===== config.mk =====
export PLATFORM = sky130hd
export DESIGN_NAME = tpcp_top
export DESIGN_NICKNAME = d
export VERILOG_FILES = /design/src/tpcp_pkg.sv /design/src/tpcp_cnt_if.sv /design/src/tpcp_top.sv /design/src/tpcp_prescale.sv /design/src/tpcp_chan.sv
export SDC_FILE = /design/constraint.sdc
export NUM_CORES = 1
export LEC_CHECK = 0
export ABC_AREA = 1
export BUFFER_PORTS_ARGS = -buffer_cell sky130_fd_sc_hd__buf_2
export CORE_MARGIN = 8
export CORE_UTILIZATION = 61
export DETAILED_ROUTE_END_ITERATION = 8
export PLACE_DENSITY_LB_ADDON = 0.25
export REMOVE_ABC_BUFFERS = 1
export SKIP_LAST_GASP = 1
export SLEW_MARGIN = 20
export SYNTH_ARGS = -nofsm -noshare
export SYNTH_HDL_FRONTEND = slang
export SYNTH_SLANG_ARGS = --single-unit

===== constraint.sdc =====
create_clock -name aclk -period 6 [get_ports aclk]
set_input_delay 0.3 -clock aclk [delete_from_list [all_inputs] [get_ports aclk]]
set_output_delay 0.3 -clock aclk [all_outputs]
set_load 0.01 [all_outputs]

===== src/tpcp_pkg.sv =====
// Contract
// - Overflow toggles pin when toggle enabled
// - Pulse spans overflow to compare match
// - Modulo 00FF at divide-one gives 256
// - Compare 0080 of 256 gives half duty
// - Unbuffered compare value takes effect immediately
// - Link select bit pairs channels onto pin0
// - Last written compare pair wins at overflow
// - Linked: channel1 control unused, pin released
// - Toggle off gives zero percent duty
// - Max duty with toggle holds full duty
// - Overflow sets flag; irq gated by enable
// - Compare sets channel flag; enabled irq (code sets the flag only when an edge action is selected)
// - Wait: runs, registers blocked, irq wakes
// - Stop: halts, keeps state, resumes after
// - Wrap to zero; high write inhibits flag
// - Flag clears by read then zero write
// - Counter reset self-clears; halt set by reset
// - Prescale codes divide; 111 external clock
package tpcp_pkg;
	// ======================================================
	// Register map (byte addresses)
	localparam logic [7:0] ADDR_STATUS = 8'h00;
	localparam logic [7:0] ADDR_COUNT = 8'h04;
	localparam logic [7:0] ADDR_MOD_HI = 8'h08;
	localparam logic [7:0] ADDR_MOD_LO = 8'h0C;
	localparam logic [7:0] ADDR_CH0_CTRL = 8'h10;
	localparam logic [7:0] ADDR_CH0_CMP = 8'h14;
	localparam logic [7:0] ADDR_CH1_CTRL = 8'h18;
	localparam logic [7:0] ADDR_CH1_CMP = 8'h1C;
	// ======================================================
	// Field positions
	localparam int B_FLAG = 7;
	localparam int B_IE = 6;
	localparam int B_HALT = 5;
	localparam int B_CRST = 4;
	localparam int B_LINK = 5;
	localparam int B_MSL = 4;
	localparam int B_ELSH = 3;
	localparam int B_ELSL = 2;
	localparam int B_TOV = 1;
	localparam int B_MAX = 0;
	// ======================================================
	// Reset values and codes
	localparam logic [15:0] MOD_RESET = 16'hFFFF;
	localparam logic [2:0] PS_EXT = 3'h7;
	localparam logic [1:0] RESP_OK = 2'h0;
	localparam logic [1:0] RESP_SLVERR = 2'h2;
	localparam logic [1:0] RESP_DECERR = 2'h3;
	typedef logic [15:0] tpcp_cnt_t;
endpackage : tpcp_pkg


===== src/tpcp_cnt_if.sv =====
`timescale 1ns/1ps
`default_nettype none
// Counter timing shared with channel units
interface tpcp_cnt_if;
	logic tick;
	logic wrap;
	logic [15:0] cnt_nxt;
	modport src (output tick, output wrap, output cnt_nxt);
	modport snk (input tick, input wrap, input cnt_nxt);
endinterface : tpcp_cnt_if
`default_nettype wire


===== src/tpcp_top.sv =====
// The AXI4-Lite register port and the placing of the registers are this design's own decisions.
`timescale 1ns/1ps
`default_nettype none
module tpcp_top #(
	parameter bit HAS_EXT = 1'b0
) (
	input wire logic aclk,
	input wire logic aresetn,
	input wire logic [7:0] s_axi_awaddr,
	input wire logic [2:0] s_axi_awprot,
	input wire logic s_axi_awvalid,
	output logic s_axi_awready,
	input wire logic [31:0] s_axi_wdata,
	input wire logic [3:0] s_axi_wstrb,
	input wire logic s_axi_wvalid,
	output logic s_axi_wready,
	output logic [1:0] s_axi_bresp,
	output logic s_axi_bvalid,
	input wire logic s_axi_bready,
	input wire logic [7:0] s_axi_araddr,
	input wire logic [2:0] s_axi_arprot,
	input wire logic s_axi_arvalid,
	output logic s_axi_arready,
	output logic [31:0] s_axi_rdata,
	output logic [1:0] s_axi_rresp,
	output logic s_axi_rvalid,
	input wire logic s_axi_rready,
	input wire logic wait_mode,
	input wire logic stop_mode,
	input wire logic external_timer_clock,
	output logic chan0_pin,
	output logic chan0_pin_oe,
	output logic chan1_pin,
	output logic chan1_pin_oe,
	output logic irq_overflow,
	output logic irq_chan0,
	output logic irq_chan1,
	output logic wake_request
);
	import tpcp_pkg::*;

	// ======================================================
	// Registers
	logic ovf_flag_q, ovf_ie_q, halt_q, inhib_q, ovf_arm_q;
	logic [2:0] ps_q;
	tpcp_cnt_t cnt_q, mod_q;
	logic [7:0] ctl0_q, ctl1_q;
	tpcp_cnt_t cmp0_q, cmp1_q;
	logic ch0_flag_q, ch1_flag_q, ch0_arm_q, ch1_arm_q;
	logic act_q, pend_q;
	logic bvalid_q, rvalid_q;
	logic [1:0] bresp_q, rresp_q;
	logic [31:0] rdata_q;

	// Flag with set priority over clear
	function automatic logic flag_next(input logic f, input logic set, input logic clr);
		flag_next = set || (f && !clr);
	endfunction : flag_next

	// Address decode shared by read and write paths
	function automatic logic mapped(input logic [7:0] a);
		mapped = (a[1:0] == 2'h0) && (a <= ADDR_CH1_CMP);
	endfunction : mapped

	// ======================================================
	// Bus handshakes: write address and data taken together
	wire wr_fire = s_axi_awvalid && s_axi_wvalid && !bvalid_q;
	assign s_axi_awready = s_axi_awvalid && s_axi_wvalid && !bvalid_q;
	assign s_axi_wready = s_axi_awvalid && s_axi_wvalid && !bvalid_q;
	assign s_axi_arready = !rvalid_q;
	wire rd_fire = s_axi_arvalid && !rvalid_q;
	assign s_axi_bvalid = bvalid_q;
	assign s_axi_bresp = bresp_q;
	assign s_axi_rvalid = rvalid_q;
	assign s_axi_rresp = rresp_q;
	assign s_axi_rdata = rdata_q;

	// Registers are blocked to software while in wait mode
	wire wr_ok = wr_fire && !wait_mode && mapped(s_axi_awaddr);
	wire rd_ok = rd_fire && !wait_mode && mapped(s_axi_araddr);
	wire b0 = s_axi_wstrb[0];
	wire b1 = s_axi_wstrb[1];
	wire [7:0] wd = s_axi_wdata[7:0];
	wire w_stat = wr_ok && b0 && (s_axi_awaddr == ADDR_STATUS);
	wire w_mhi = wr_ok && b0 && (s_axi_awaddr == ADDR_MOD_HI);
	wire w_mlo = wr_ok && b0 && (s_axi_awaddr == ADDR_MOD_LO);
	wire w_ctl0 = wr_ok && b0 && (s_axi_awaddr == ADDR_CH0_CTRL);
	wire w_ctl1 = wr_ok && b0 && (s_axi_awaddr == ADDR_CH1_CTRL);
	wire w_cmp0 = wr_ok && (b0 || b1) && (s_axi_awaddr == ADDR_CH0_CMP);
	wire w_cmp1 = wr_ok && (b0 || b1) && (s_axi_awaddr == ADDR_CH1_CMP);
	wire r_stat = rd_ok && (s_axi_araddr == ADDR_STATUS);
	wire r_ctl0 = rd_ok && (s_axi_araddr == ADDR_CH0_CTRL);
	wire r_ctl1 = rd_ok && (s_axi_araddr == ADDR_CH1_CTRL);
	wire crst = w_stat && wd[B_CRST];

	// Byte-lane merge for compare words
	function automatic tpcp_cnt_t lane16(input tpcp_cnt_t old, input logic [31:0] d,
		input logic [3:0] s);
		lane16 = {s[1] ? d[15:8] : old[15:8], s[0] ? d[7:0] : old[7:0]};
	endfunction : lane16

	// ======================================================
	// Counter and prescaler
	tpcp_cnt_if cif ();
	logic ps_tick;
	// Stop mode freezes the timer without touching any state
	wire run = ps_tick && !halt_q && !stop_mode;
	wire at_mod = (cnt_q == mod_q);
	assign cif.tick = run;
	assign cif.wrap = run && at_mod;
	assign cif.cnt_nxt = at_mod ? 16'h0000 : 16'(cnt_q + 16'h0001);
	wire ovf_evt = run && at_mod && !inhib_q;

	tpcp_prescale #(
		.HAS_EXT(HAS_EXT)
	) u_ps (
		.aclk(aclk),
		.aresetn(aresetn),
		.clr(crst),
		.sel(ps_q),
		.ext_clk(external_timer_clock),
		.tick(ps_tick)
	);

	// Counter restart on the software reset bit, else step
	always_ff @(posedge aclk) begin
		if (!aresetn || crst) begin
			cnt_q <= 16'h0000;
		end else if (run) begin
			cnt_q <= cif.cnt_nxt;
		end
	end

	// ======================================================
	// Status and control register
	wire ovf_clr = w_stat && !wd[B_FLAG] && ovf_arm_q;
	always_ff @(posedge aclk) begin
		if (!aresetn) begin
			ovf_flag_q <= 1'b0;
			ovf_arm_q <= 1'b0;
			ovf_ie_q <= 1'b0;
			halt_q <= 1'b1;
			ps_q <= 3'h0;
		end else begin
			ovf_flag_q <= flag_next(ovf_flag_q, ovf_evt, ovf_clr);
			// A fresh overflow voids a half-done clear
			if (ovf_evt || ovf_clr) begin
				ovf_arm_q <= 1'b0;
			end else if (r_stat && ovf_flag_q) begin
				ovf_arm_q <= 1'b1;
			end
			if (w_stat) begin
				ovf_ie_q <= wd[B_IE];
				halt_q <= wd[B_HALT];
				ps_q <= wd[2:0];
			end
		end
	end

	// ======================================================
	// Modulo: high byte write holds off the flag until low byte
	always_ff @(posedge aclk) begin
		if (!aresetn) begin
			mod_q <= MOD_RESET;
			inhib_q <= 1'b0;
		end else begin
			if (w_mhi) begin
				mod_q[15:8] <= wd;
			end
			if (w_mlo) begin
				mod_q[7:0] <= wd;
			end
			if (w_mlo) begin
				inhib_q <= 1'b0;
			end else if (w_mhi) begin
				inhib_q <= 1'b1;
			end
		end
	end

	// ======================================================
	// Channel control and compare values
	wire link = ctl0_q[B_LINK];
	always_ff @(posedge aclk) begin
		if (!aresetn) begin
			ctl0_q <= 8'h00;
			ctl1_q <= 8'h00;
			cmp0_q <= 16'h0000;
			cmp1_q <= 16'h0000;
		end else begin
			if (w_ctl0) begin
				ctl0_q <= wd;
			end
			if (w_ctl1) begin
				ctl1_q <= wd;
			end
			// Written values are live at once when unbuffered
			if (w_cmp0) begin
				cmp0_q <= lane16(cmp0_q, s_axi_wdata, s_axi_wstrb);
			end
			if (w_cmp1) begin
				cmp1_q <= lane16(cmp1_q, s_axi_wdata, s_axi_wstrb);
			end
		end
	end

	// Pair select: last written pair takes over at the next wrap
	always_ff @(posedge aclk) begin
		if (!aresetn || !link) begin
			act_q <= 1'b0;
			pend_q <= 1'b0;
		end else begin
			if (w_cmp1) begin
				pend_q <= 1'b1;
			end else if (w_cmp0) begin
				pend_q <= 1'b0;
			end
			if (cif.wrap) begin
				act_q <= w_cmp1 ? 1'b1 : (w_cmp0 ? 1'b0 : pend_q);
			end
		end
	end

	// ======================================================
	// Channel units
	wire [15:0] cmp0_use = (link && act_q) ? cmp1_q : cmp0_q;
	logic hit0, hit1;
	tpcp_chan u_ch0 (
		.aclk(aclk),
		.aresetn(aresetn),
		.cnt(cif.snk),
		.cmp(cmp0_use),
		.els(ctl0_q[B_ELSH:B_ELSL]),
		.tov(ctl0_q[B_TOV]),
		.max_duty(ctl0_q[B_MAX]),
		.hit(hit0),
		.pin(chan0_pin)
	);
	tpcp_chan u_ch1 (
		.aclk(aclk),
		.aresetn(aresetn),
		.cnt(cif.snk),
		.cmp(cmp1_q),
		.els(ctl1_q[B_ELSH:B_ELSL]),
		.tov(ctl1_q[B_TOV]),
		.max_duty(ctl1_q[B_MAX]),
		.hit(hit1),
		.pin(chan1_pin)
	);

	// Pins are driven only when an edge action is selected
	assign chan0_pin_oe = ctl0_q[B_ELSH] || ctl0_q[B_ELSL];
	assign chan1_pin_oe = !link && (ctl1_q[B_ELSH] || ctl1_q[B_ELSL]);

	// ======================================================
	// Channel flags, two-step clear like the overflow flag
	wire ch0_evt = hit0 && chan0_pin_oe;
	wire ch1_evt = hit1 && chan1_pin_oe;
	wire ch0_clr = w_ctl0 && !wd[B_FLAG] && ch0_arm_q;
	wire ch1_clr = w_ctl1 && !wd[B_FLAG] && ch1_arm_q;
	always_ff @(posedge aclk) begin
		if (!aresetn) begin
			ch0_flag_q <= 1'b0;
			ch1_flag_q <= 1'b0;
			ch0_arm_q <= 1'b0;
			ch1_arm_q <= 1'b0;
		end else begin
			ch0_flag_q <= flag_next(ch0_flag_q, ch0_evt, ch0_clr);
			ch1_flag_q <= flag_next(ch1_flag_q, ch1_evt, ch1_clr);
			ch0_arm_q <= (ch0_evt || ch0_clr) ? 1'b0 : (ch0_arm_q || (r_ctl0 && ch0_flag_q));
			ch1_arm_q <= (ch1_evt || ch1_clr) ? 1'b0 : (ch1_arm_q || (r_ctl1 && ch1_flag_q));
		end
	end

	// ======================================================
	// Interrupt requests and wake
	assign irq_overflow = ovf_flag_q && ovf_ie_q;
	assign irq_chan0 = ch0_flag_q && ctl0_q[B_IE];
	assign irq_chan1 = ch1_flag_q && ctl1_q[B_IE] && !link;
	assign wake_request = irq_overflow || irq_chan0 || irq_chan1;

	// ======================================================
	// Read data select
	wire [7:0] stat_rd = {ovf_flag_q, ovf_ie_q, halt_q, 2'h0, ps_q};
	wire [7:0] ctl0_rd = {ch0_flag_q, ctl0_q[6:0]};
	wire [7:0] ctl1_rd = {ch1_flag_q, ctl1_q[6:0]};
	logic [31:0] rsel;
	always_comb begin
		case (s_axi_araddr)
			ADDR_STATUS: rsel = {24'h000000, stat_rd};
			ADDR_COUNT: rsel = {16'h0000, cnt_q};
			ADDR_MOD_HI: rsel = {24'h000000, mod_q[15:8]};
			ADDR_MOD_LO: rsel = {24'h000000, mod_q[7:0]};
			ADDR_CH0_CTRL: rsel = {24'h000000, ctl0_rd};
			ADDR_CH0_CMP: rsel = {16'h0000, cmp0_q};
			ADDR_CH1_CTRL: rsel = {24'h000000, ctl1_rd};
			ADDR_CH1_CMP: rsel = {16'h0000, cmp1_q};
			default: rsel = 32'h00000000;
		endcase
	end

	// Responses: one cycle after the request is taken
	always_ff @(posedge aclk) begin
		if (!aresetn) begin
			bvalid_q <= 1'b0;
			bresp_q <= RESP_OK;
			rvalid_q <= 1'b0;
			rresp_q <= RESP_OK;
			rdata_q <= 32'h00000000;
		end else begin
			if (wr_fire) begin
				bvalid_q <= 1'b1;
				bresp_q <= wait_mode ? RESP_SLVERR :
					(mapped(s_axi_awaddr) ? RESP_OK : RESP_DECERR);
			end else if (s_axi_bready) begin
				bvalid_q <= 1'b0;
			end
			if (rd_fire) begin
				rvalid_q <= 1'b1;
				rdata_q <= rd_ok ? rsel : 32'h00000000;
				rresp_q <= wait_mode ? RESP_SLVERR :
					(mapped(s_axi_araddr) ? RESP_OK : RESP_DECERR);
			end else if (s_axi_rready) begin
				rvalid_q <= 1'b0;
			end
		end
	end

	// ======================================================
	// Checks
	AST_WRAP: assert property (@(posedge aclk) disable iff (!aresetn)
		run && at_mod && !crst |=> cnt_q == 16'h0000) else $error("no wrap");
	AST_INC: assert property (@(posedge aclk) disable iff (!aresetn)
		run && !at_mod && !crst |=> cnt_q == 16'($past(cnt_q) + 16'h0001))
		else $error("no increment");
	AST_HALT: assert property (@(posedge aclk) disable iff (!aresetn)
		(halt_q || stop_mode) && !crst |=> $stable(cnt_q)) else $error("counter moved");
	AST_CRST: assert property (@(posedge aclk) disable iff (!aresetn)
		crst |=> cnt_q == 16'h0000 && !stat_rd[B_CRST]) else $error("reset bit failed");
	AST_OVF: assert property (@(posedge aclk) disable iff (!aresetn)
		ovf_evt |=> ovf_flag_q && irq_overflow == ovf_ie_q) else $error("overflow lost");
	AST_INHIB: assert property (@(posedge aclk) disable iff (!aresetn)
		inhib_q && !ovf_flag_q && !w_mlo |=> !ovf_flag_q) else $error("flag not held off");
	AST_VOID: assert property (@(posedge aclk) disable iff (!aresetn)
		ovf_evt |=> ovf_flag_q && !ovf_arm_q) else $error("clear not voided");
	AST_LINK: assert property (@(posedge aclk) disable iff (!aresetn)
		link |-> !chan1_pin_oe && !irq_chan1) else $error("pin1 not released");
	AST_WAIT: assert property (@(posedge aclk) disable iff (!aresetn)
		rd_fire && wait_mode |=> rvalid_q && rresp_q == RESP_SLVERR) else $error("wait access");
	CV_WRAP: cover property (@(posedge aclk) disable iff (!aresetn) ovf_evt);
	CV_SWAP: cover property (@(posedge aclk) disable iff (!aresetn) link && cif.wrap && pend_q);
	CV_CLR: cover property (@(posedge aclk) disable iff (!aresetn) ovf_clr);
endmodule : tpcp_top
`default_nettype wire


===== src/tpcp_prescale.sv =====
`timescale 1ns/1ps
`default_nettype none
module tpcp_prescale #(
	parameter bit HAS_EXT = 1'b0
) (
	input wire logic aclk,
	input wire logic aresetn,
	input wire logic clr,
	input wire logic [2:0] sel,
	input wire logic ext_clk,
	output logic tick
);
	import tpcp_pkg::*;
	logic [5:0] div_q;
	logic s1_q, s2_q, s3_q;
	wire [5:0] mask = 6'(({7'h00, 1'b1} << sel) - 8'h01);
	wire ext_edge = HAS_EXT && s2_q && !s3_q;
	// ======================================================
	// Binary divider; code 7 takes synchronised pin edges
	assign tick = (sel == PS_EXT) ? ext_edge : ((div_q & mask) == mask);
	always_ff @(posedge aclk) begin
		if (!aresetn || clr) begin
			div_q <= 6'h00;
		end else begin
			div_q <= div_q + 6'h01;
		end
	end
	// Pin is asynchronous, two stages before the edge detector
	always_ff @(posedge aclk) begin
		if (!aresetn) begin
			s1_q <= 1'b0;
			s2_q <= 1'b0;
			s3_q <= 1'b0;
		end else begin
			s1_q <= ext_clk;
			s2_q <= s1_q;
			s3_q <= s2_q;
		end
	end
endmodule : tpcp_prescale
`default_nettype wire


===== src/tpcp_chan.sv =====
`timescale 1ns/1ps
`default_nettype none
module tpcp_chan (
	input wire logic aclk,
	input wire logic aresetn,
	tpcp_cnt_if.snk cnt,
	input wire logic [15:0] cmp,
	input wire logic [1:0] els,
	input wire logic tov,
	input wire logic max_duty,
	output logic hit,
	output logic pin
);
	import tpcp_pkg::*;
	// Match one tick early so the pin changes as the counter lands
	assign hit = cnt.tick && (cnt.cnt_nxt == cmp);
	wire ovf_pin = (cnt.wrap && tov) ? !pin : pin;
	logic pin_d;
	// ======================================================
	// Compare action applied after the overflow toggle
	always_comb begin
		pin_d = ovf_pin;
		if (max_duty && tov) begin
			pin_d = !els[0];
		end else if (hit) begin
			case (els)
				2'h1: pin_d = !ovf_pin;
				2'h2: pin_d = 1'b0;
				2'h3: pin_d = 1'b1;
				default: pin_d = ovf_pin;
			endcase
		end
	end
	always_ff @(posedge aclk) begin
		if (!aresetn) begin
			pin <= 1'b0;
		end else begin
			pin <= pin_d;
		end
	end
	AST_ZERO: assert property (@(posedge aclk) disable iff (!aresetn)
		!tov && els[1] && !els[0] && !pin |=> !pin) else $error("zero duty broken");
	AST_MAX: assert property (@(posedge aclk) disable iff (!aresetn)
		max_duty && tov |=> pin == !$past(els[0])) else $error("max duty broken");
	CV_HIT: cover property (@(posedge aclk) disable iff (!aresetn) hit);
endmodule : tpcp_chan
`default_nettype wire


==> out/metrics.yaml, run 1 <==
nets: 1193
ys_seq_area_share_pct: 35.5
power.net_switching_mw: 0.432
h-tree-depth: 4
clk_pin_slew_ps: 60
regToRegEndpoint: "u_ch0.pin"
critPathKind: "register to register"
synthArstFlopShare_pct: 0
place.gp.congestion: 0.944
timing.slew.headroom_pct: 29.4
dp.cells: 1244
cts_hold_buf: 0
cts-root-buf: "clkbuf_16"
instances_no_fill: 1276
skew_ps: 8.31
dr.first_iter.drc_count: 760
finalPower_mw: 1.99
clk_latency_ps: 430
worstPathMaxFanout: 18
yosysWarnings: 0
cp.required_ps: 6310
worstPathCellList: "nand2_1 -> nor2_1 -> nand3_1 -> nand2_1 -> nand3_1 -> clkinv_1 -> nand2_1 -> nor2_1 -> nand3_1 -> nor2_1 -> nand3_1 -> nand2_1 -> a21oi_2"
syn_to_final_growth_pct: 14.5
cts_buffer_depth: 2
p_sw_share_pct: 21.7
insertedDiodeCount: 0
ff2ff_path_depth: 13
min_period_ps: 3280
final.setup.worst_slack_ps: 2720
cts_tree: "built"
fin_util_pct: 71.9
pwr-share-clk_pct: 55.3
r2r-start: "u_ps.div_q[0]"
die_area_mm2: 0.0149
min_path_cells: 4
postCtsSetupRepairBufs: 0
yosys-top-cells-area: "dfxtp_1 (36%), nand2_1 (15%), inv_1 (8.0%), a21oi_1 (5.7%), o21ai_0 (5.3%)"
die_height_um: 122
whs_endpoint: "s_axi_bvalid"
hpwl_um: 14700
via_per_inst: 5.75
cts_sinks: 122
yosys.area.top_type: "dfxtp_1"
timing.fmax_mhz: 305
final_hold_viol_count: 0
synth_seq_cells: 122
first_pass_iters: 6
path_delay_family: "simple AND/OR/NAND/NOR gates"
yosysMostFrequentCell: "nand2_1"
rsz0062_at_grt: "no"
min_from: "s_axi_bready"
grt_pass1_vias: 6859
finalCritPeriodShare_pct: 54.6
synth.distinct_cells: 44
synth_edf_count: 0
grt_remaining_overflow: 0
tightest_slew_ps: 1060
regToRegSetupSlack_ps: 2720
p_comb_share_pct: 3.7
fill_cells: 951
finalInstanceArea_mm2: 0.00787
outcome: "finished clean"
p_int_mw: 1.56
yosys_most_used_dff: "dfxtp_1"
maxCapViolCount: 0
grtUsageTotal_pct: 28.6
syn_inst: 1061
worst_hold_slack_ps: 126
synthTopCellsByCount: "nand2_1 (282), inv_1 (147), dfxtp_1 (122), nor2_1 (88), a21oi_1 (78)"
critPathLaunchType: "register"
antenna_found_initial: 0
synth.cell_area_mm2: 0.00687
num_vias: 7331
wl_um: 21100
drive_gt1_share_pct: 13.5
end_kind: "register"
syn_area_per_cell_um2: 6.48
cp.depth: 13
fp.dieW_um: 122
pre_cts_slack_ps: 2880
wl_per_cell_um: 16.6
netlist.area_leader.share_pct: 35.5
core.rowCount: 38
core-area_mm2: 0.0109
dpl_cell_area_mm2: 0.00723
peakVddDrop_mv: 0.252
pwr-share-seq_pct: 41.0
crit_slowest_cell: "clkinv_1"
grt_pass1_wl_um: 33500
drv_slew: 0
ant_nets: 0
io_buffers: 75
p_per_area_mw_per_mm2: 253
leakagePower_nw: 3.62
cts_buffers: 17
route.detailed.drc: 0
grt_max_degree: 62
slowest_delay_ps: 640
timing.setup.tns_ps: 0
worst-path-buf-inv: 1
cts_resized: 0
ios: 117
crit_arrival_ps: 3590
initial_core_util_pct: 62.8
setup_violations: 0
hold_class: "primary input to register"
==> sequential cells by signal, indices dropped and copies added (netlist names), 2 cells and up <==
| signal | cells |
|---|---|
| ps_q | 3 |
| s_axi_bresp | 2 |
| ctl1_q | 7 |
| u_ps.div_q | 6 |
| s_axi_rresp | 2 |
| ctl0_q | 7 |
| cmp1_q | 16 |
| cnt_q | 16 |
| s_axi_rdata | 16 |
| mod_q | 16 |
| cmp0_q | 16 |
==> power by group through the flow <==
stage | combinational, mW | sequential, mW | clock (mW)
final | 0.0736 | 0.818 | 1.10
after global placement | 0.0703 | 0.835 | 0
after global routing | 0.0806 | 0.818 | 1.14
after detailed placement | 0.0713 | 0.836 | 0
after CTS | 0.0720 | 0.818 | 1.10
after floorplan | 0.0317 | 0.836 | 0
==> per-layer routing <==
layer	up-vias	track usage [%]	part of all wire, %
li1	3546	-	-
met1	3310	35.3	41
met2	406	44.8	46
met3	69	7.59	10
met4	0	15.5	3.8
met5	-	0	0
==> cell usage in the layout (no fill, tap or decap), types with 4 or more instances in the layout <==
master	instances
buf_2	75
bufinv_16	4
nand3_1	56
inv_1	147
clkbuf_16	17
nor3_2	4
dfxtp_1	122
inv_2	15
o211ai_1	18
a211oi_1	16
o21ai_0	73
nand2_1	282
o22ai_1	21
o41ai_1	6
xor2_1	12
nor2_1	87
o221ai_1	7
nor2_2	10
a21oi_1	78
conb_1	16
buf_4	5
nor3_1	11
nand4_1	8
nand2_2	5
==> how the worst max path moves through the flow <==
| stage | from | end |
|---|---|---|
| 6_report | u_ps.div_q[0] | u_ch0.pin |
| 5_1_grt | u_ps.div_q[0] | u_ch0.pin |
| 4_1_cts | u_ps.div_q[0] | u_ch0.pin |
| 3_5_place_dp | u_ps.div_q[0] | u_ch0.pin |
| 3_3_place_gp | u_ps.div_q[0] | ch0_arm_q |
| 2_1_floorplan | s_axi_bvalid | u_ps.div_q[2] |
==> cell type report <==
class                      instances  area (um^2)  area share (%)
sequential                       122         2440            31.0
tap                              140          175            2.23
multi-input combinational        739         3590            45.6
inverter                         163          612            7.78
clock buffer                      21          470            5.98
clock inverter                    11          168            2.13
timing repair buffer              80          413            5.25
==> cell families (layout without fill, tap and decap cells) <==
kind of cell	count (synthesis)	after routing	synth area share, %
AOI/OAI and AO/OA	232	232	19.6
buffers and inverters	215	275	13.1
xor gates and xnor gates	15	15	1.91
other	1	16	0.0546
and+or+nand+nor	474	474	29.4
DFF	122	122	35.5
adders and majority gates	2	2	0.364
==> worst min-delay path: cells and delay by family <==
kind            cells  cell delay (ps)
buf+inv             2              100
compound gates      1               50
simple gates        1               40
Power figures use the tool's default switching activity.
==> inputs of run 2 (changes only) <==
--- a/config.mk
+++ b/config.mk
@@ -8,7 +8,7 @@
 export ABC_AREA = 1
 export BUFFER_PORTS_ARGS = -buffer_cell sky130_fd_sc_hd__buf_2
 export CORE_MARGIN = 8
-export CORE_UTILIZATION = 61
+export CORE_UTILIZATION = 57
 export DETAILED_ROUTE_END_ITERATION = 8
 export PLACE_DENSITY_LB_ADDON = 0.25
 export REMOVE_ABC_BUFFERS = 1
==> constraint.sdc (replaced) <==
create_clock -name aclk -period 3.31 [get_ports aclk]
set_input_delay 0.1655 -clock aclk [delete_from_list [all_inputs] [get_ports aclk]]
set_output_delay 0.1655 -clock aclk [all_outputs]
set_load 0.01 [all_outputs]
==> run 2 against run 1 <==
Final cell count up 1.8%. Power increased by 79%. Via count shrank 2.8%. Fmax grew 20%. Clock-buffer cell count up 4. Hold slack got worse by 120 ps. Routed wire length down 3.7%. Core utilization is 4.8 points lower. Clock power grew 78%. First-iteration DRC count is 0.26% lower. Critical endpoint unchanged. Highest routed layer unchanged.
==> out/metrics.yaml, run 2 (synthesized netlist as in run 1, its figures left out) <==
hold_class: "primary input to register"
crit_slowest_cell: "dfxtp_1"
via_per_inst: 5.48
critical_path.startpoint: "cnt_q[0]"
cts_tree: "built"
drive_gt1_share_pct: 14.0
p_int_mw: 2.82
crit_arrival_ps: 3030
grt_max_degree: 61
skew_ps: 6.68
fp.dieW_um: 126
h-tree-depth: 4
wl_um: 20400
cts_buffers: 17
clk_latency_ps: 420
cts_hold_buf: 6
cts_sinks: 122
timing.slew.headroom_pct: 43.0
slowest_delay_ps: 400
final_common_cell: "nand2_1"
nets: 1209
grt_pass1_vias: 6366
cts_resized: 0
final_cell_mix: "nand2_1 (282), inv_1 (147), dfxtp_1 (122)"
die_height_um: 126
num_vias: 7124
core.rowCount: 40
grt_pass1_wl_um: 32000
cp.required_ps: 3620
io_buffers: 75
grt_remaining_overflow: 0
min_period_ps: 2720
leakagePower_nw: 3.69
core-area_mm2: 0.0119
fill_cells: 1072
instances_no_fill: 1299
worstPathCellList: "ha_1 -> nand2_1 -> nor2_1 -> nand3_1 -> nand2_1 -> nand2_1 -> inv_2 -> nand2_1 -> nand2_1 -> nand2_1 -> nor2_1 -> nand3_1 -> nor2_1 -> nand3_1 -> nand2_1 -> a21oi_2"
rsz0062_at_grt: "no"
final_hold_viol_count: 0
cts_buffer_depth: 2
critPathLaunchType: "register"
dp.cells: 1261
p_per_area_mw_per_mm2: 448
finalCritPeriodShare_pct: 82.2
syn_to_final_growth_pct: 16.3
maxCapViolCount: 0
pwr-share-clk_pct: 54.6
power.net_switching_mw: 0.758
initial_core_util_pct: 57.7
die_area_mm2: 0.0158
wl_per_cell_um: 15.7
multi_input_area_mm2: 0.00358
regArea_mm2: 0.00244
pwr-share-seq_pct: 41.5
place.gp.congestion: 0.920
first_pass_iters: 5
outcome: "finished clean"
clk_pin_slew_ps: 60
peakVddDrop_mv: 0.367
fin_util_pct: 67.1
antenna_found_initial: 0
p_sw_share_pct: 21.2
grtUsageTotal_pct: 25.4
dr.first_iter.drc_count: 758
setup_violations: 0
worst_hold_slack_ps: 7.53
cts-root-buf: "clkbuf_16"
critPathKind: "register to register"
r2r-start: "cnt_q[0]"
min_from: "s_axi_wdata[6]"
drv_slew: 0
worstPathMaxFanout: 5
insertedDiodeCount: 0
cpMostUsedCell: "nand2_1"
hpwl_um: 14800
timing.setup.tns_ps: 0
ios: 117
p_comb_share_pct: 3.9
timing.fmax_mhz: 367
end_kind: "register"
postCtsSetupRepairBufs: 0
route.detailed.drc: 0
tightest_slew_ps: 852
ant_nets: 0
## run 2: path summary, 6_finish.rpt
kind / cells after the start / end / slack (ps)
worst min register to register: 2 / s_axi_rdata[1] / 460
worst max-delay path: 16 / u_ch0.pin / 590
worst min-delay path: 3 / mod_q[14] / 8
worst max register to register: 16 / u_ch0.pin / 590
## run 2: area by class of cell
type	count	share of cell area (%)
multi-input combinational	739	44.8
sequential	122	30.5
inverter	163	7.65
timing repair buffer	96	6.85
clock buffer	25	6.45
tap	147	2.30
clock inverter	7	1.38
## run 2: routing by layer
metal	routed length, um	GRT usage, %
met5	0	0
met3	1680	6.71
met4	533	10.0
met1	8870	31.4
met2	9280	41.4
## run 2: worst max-delay path, delay by kind of cell, from the launching register on
| kind | cells | cell delay [ps] |
|---|---|---|
| buffers and inverters | 1 | 90 |
| and+or+nand+nor | 13 | 1850 |
| AOI/OAI and AO/OA | 1 | 60 |
| DFF | 1 | 400 |
| adders and majority gates | 1 | 190 |
## run 2: power by group through the flow
stage / clock, mW / sequential (mW) / combinational (mW)
floorplan: 0 / 1.52 / 0.0575
global placement: 0 / 1.51 / 0.129
detailed placement: 0 / 1.51 / 0.130
CTS: 1.96 / 1.48 / 0.137
global route: 2.03 / 1.48 / 0.153
finish: 1.96 / 1.48 / 0.139
## run 2: through the flow
stage | area, um^2 | worst slack, ps | total power, mW
detailed placement | 7310 | 697 | 1.64
global placement | 7310 | 722 | 1.64
global route | 8000 | 407 | 3.66
finish | 8000 | 588 | 3.58
floorplan | 6640 | 837 | 1.57
CTS | 8000 | 653 | 3.58
==> inputs of run 3 (changes only) <==
--- a/config.mk
+++ b/config.mk
@@ -8,7 +8,7 @@
 export ABC_AREA = 1
 export BUFFER_PORTS_ARGS = -buffer_cell sky130_fd_sc_hd__buf_2
 export CORE_MARGIN = 8
-export CORE_UTILIZATION = 57
+export CORE_UTILIZATION = 51
 export DETAILED_ROUTE_END_ITERATION = 8
 export PLACE_DENSITY_LB_ADDON = 0.25
 export REMOVE_ABC_BUFFERS = 1
==> constraint.sdc (replaced) <==
create_clock -name aclk -period 2.4 [get_ports aclk]
set_input_delay 0.12 -clock aclk [delete_from_list [all_inputs] [get_ports aclk]]
set_output_delay 0.12 -clock aclk [all_outputs]
set_load 0.01 [all_outputs]
==> run 3 against run 2 <==
Design area grew 11%. Sequential cell count is the same. Highest routed layer unchanged. Largest cell class unchanged. Fmax grew 14%. Critical path depth grew 2.
==> out/metrics.yaml, run 3 (synthesized netlist as in run 1, its figures left out) <==
outcome: "finished clean"
wl_um: 22800
ff2ff_path_depth: 18
dpl_cell_area_mm2: 0.00780
maxCapViolCount: 0
crit_arrival_ps: 2710
critPathLaunchType: "register"
cts_buffers: 17
grt_pass1_wl_um: 35800
initial_core_util_pct: 52.1
fill_cells: 1165
antenna_found_initial: 0
hold_class: "primary input to register"
core.rowCount: 42
final_cell_mix: "nand2_1 (272), inv_1 (146), dfxtp_1 (104)"
dr.first_iter.drc_count: 586
min_period_ps: 2390
finalCritPeriodShare_pct: 99.7
leakagePower_nw: 4.11
nets: 1282
first_pass_iters: 5
finalInstanceArea_mm2: 0.00886
place.gp.congestion: 0.900
ios: 117
cts_tree: "built"
skew_ps: 10.5
min_path_cells: 4
die_area_mm2: 0.0174
regToRegSetupSlack_ps: 6
rsz0062_at_grt: "yes"
r2r-start: "mod_q[7]"
final_hold_viol_count: 0
syn_to_final_growth_pct: 28.9
ant_nets: 0
clk_pin_slew_ps: 60
wl_per_cell_um: 16.3
final_common_cell: "nand2_1"
grt_pass1_vias: 7081
drv_slew: 0
timing.slew.headroom_pct: 55.6
grt_max_degree: 40
core-area_mm2: 0.0132
peakVddDrop_mv: 0.454
fp.dieW_um: 132
die_height_um: 132
drive_gt1_share_pct: 21.8
num_vias: 7562
hpwl_um: 16100
grt_remaining_overflow: 0
tightest_slew_ps: 663
timing.fmax_mhz: 418
cts_buffer_depth: 2
insertedDiodeCount: 0
clk_latency_ps: 430
grtUsageTotal_pct: 25.5
p_per_area_mw_per_mm2: 548
regToRegEndpoint: "u_ch0.pin"
io_buffers: 75
cp.required_ps: 2710
h-tree-depth: 4
worstPathMaxFanout: 5
whs_endpoint: "s_axi_rresp[0]"
cts_sinks: 122
end_kind: "register"
route.detailed.drc: 0
setup_violations: 0
cts-root-buf: "clkbuf_16"
via_per_inst: 5.40
timing.setup.tns_ps: 0
critPathKind: "register to register"
min_from: "wait_mode"
## run 3: changes by cell type in the layout (fill, tap and decap cells not counted), moves of 7 or more
cell,previous run,this run
buf_4,15,66
dfxtp_1,122,104
dfxtp_2,0,15
nand2_1,282,272
nor2_1,88,78
dlygate4sd3_1,6,15
nand2_2,5,14
nor2_4,1,10
buf_6,0,7
## run 3: metrics by stage
step	power, mW	hold WS [ps]	instances	util [%]	worst slack, ps
CTS	4.87	0.215	1391	64.8	4.92
detailed placement	2.28	376	1344	59.2	-29.4
global placement	2.28	372	1344	59.2	33.5
finish	4.86	8.49	1400	67.2	6.44
floorplan	2.17	219	1024	-	-73.0
global route	5.00	11.5	1400	67.2	-76.0
## run 3: per-layer routing
| layer | part of all wire, % | up-vias | global-route usage (%) |
|---|---|---|---|
| li1 | - | 3723 | - |
| met1 | 41 | 3434 | 30.9 |
| met2 | 47 | 335 | 40.5 |
| met3 | 8.6 | 70 | 6.52 |
| met4 | 4.0 | 0 | 14.0 |
| met5 | 0 | - | 0 |
## run 3: final cells by class
type	count	area [um^2]	area share (%)
Multi-Input combinational cell	740	3770	42.5
Sequential cell	122	2470	27.9
Clock buffer	24	472	5.32
Tap cell	176	220	2.49
Inverter	163	612	6.90
Clock inverter	7	116	1.31
Timing Repair Buffer	168	1200	13.5
## run 3: how the worst max path moves through the flow
stage	slack (ps)	start	end	depth (start not counted)
floorplan	-70	s_axi_bvalid	u_ps.div_q[2]	10
global placement	30	cnt_q[0]	ch0_arm_q	16
detailed placement	-30	cnt_q[0]	ch0_arm_q	16
CTS	5	cnt_q[1]	ch1_arm_q	15
global route	-80	cnt_q[2]	u_ch0.pin	19
finish	6	mod_q[7]	u_ch0.pin	18
## run 3: power breakdown
part,leakage [nW],internal [mW],switching [mW]
registers,0.990,2.03,0.00587
clock network,0.284,1.68,0.923
logic,2.84,0.0772,0.142
total,4.11,3.79,1.07
## run 3: timing repair
| action | 4_1_cts | 5_1_grt |
|---|---|---|
| setup buffers | 1 | 8 |
| endpoints found under the hold margin | 24 | 0 |
| gates cloned | 0 | 1 |
| setup endpoints to repair | 3 | 9 |
| pin swaps | 1 | 20 |
| resized for setup | 2 | 73 |
| hold buffers | 15 | 0 |
## run 3: critical path, stage by stage, from the launching register on
cell and delay, ps:
dfxtp_2 340, inv_1 60, nand2_1 60, nand2_1 70
nor2_2 180, nand2_2 90, nor2_4 150, buf_4 150
nand2_4 70, buf_6 130, buf_4 130, nand3_1 110
nand2_1 70, nor2_2 180, nand3_2 130, nor2_4 120
nand3_2 90, nand2_1 90, a21oi_2 60
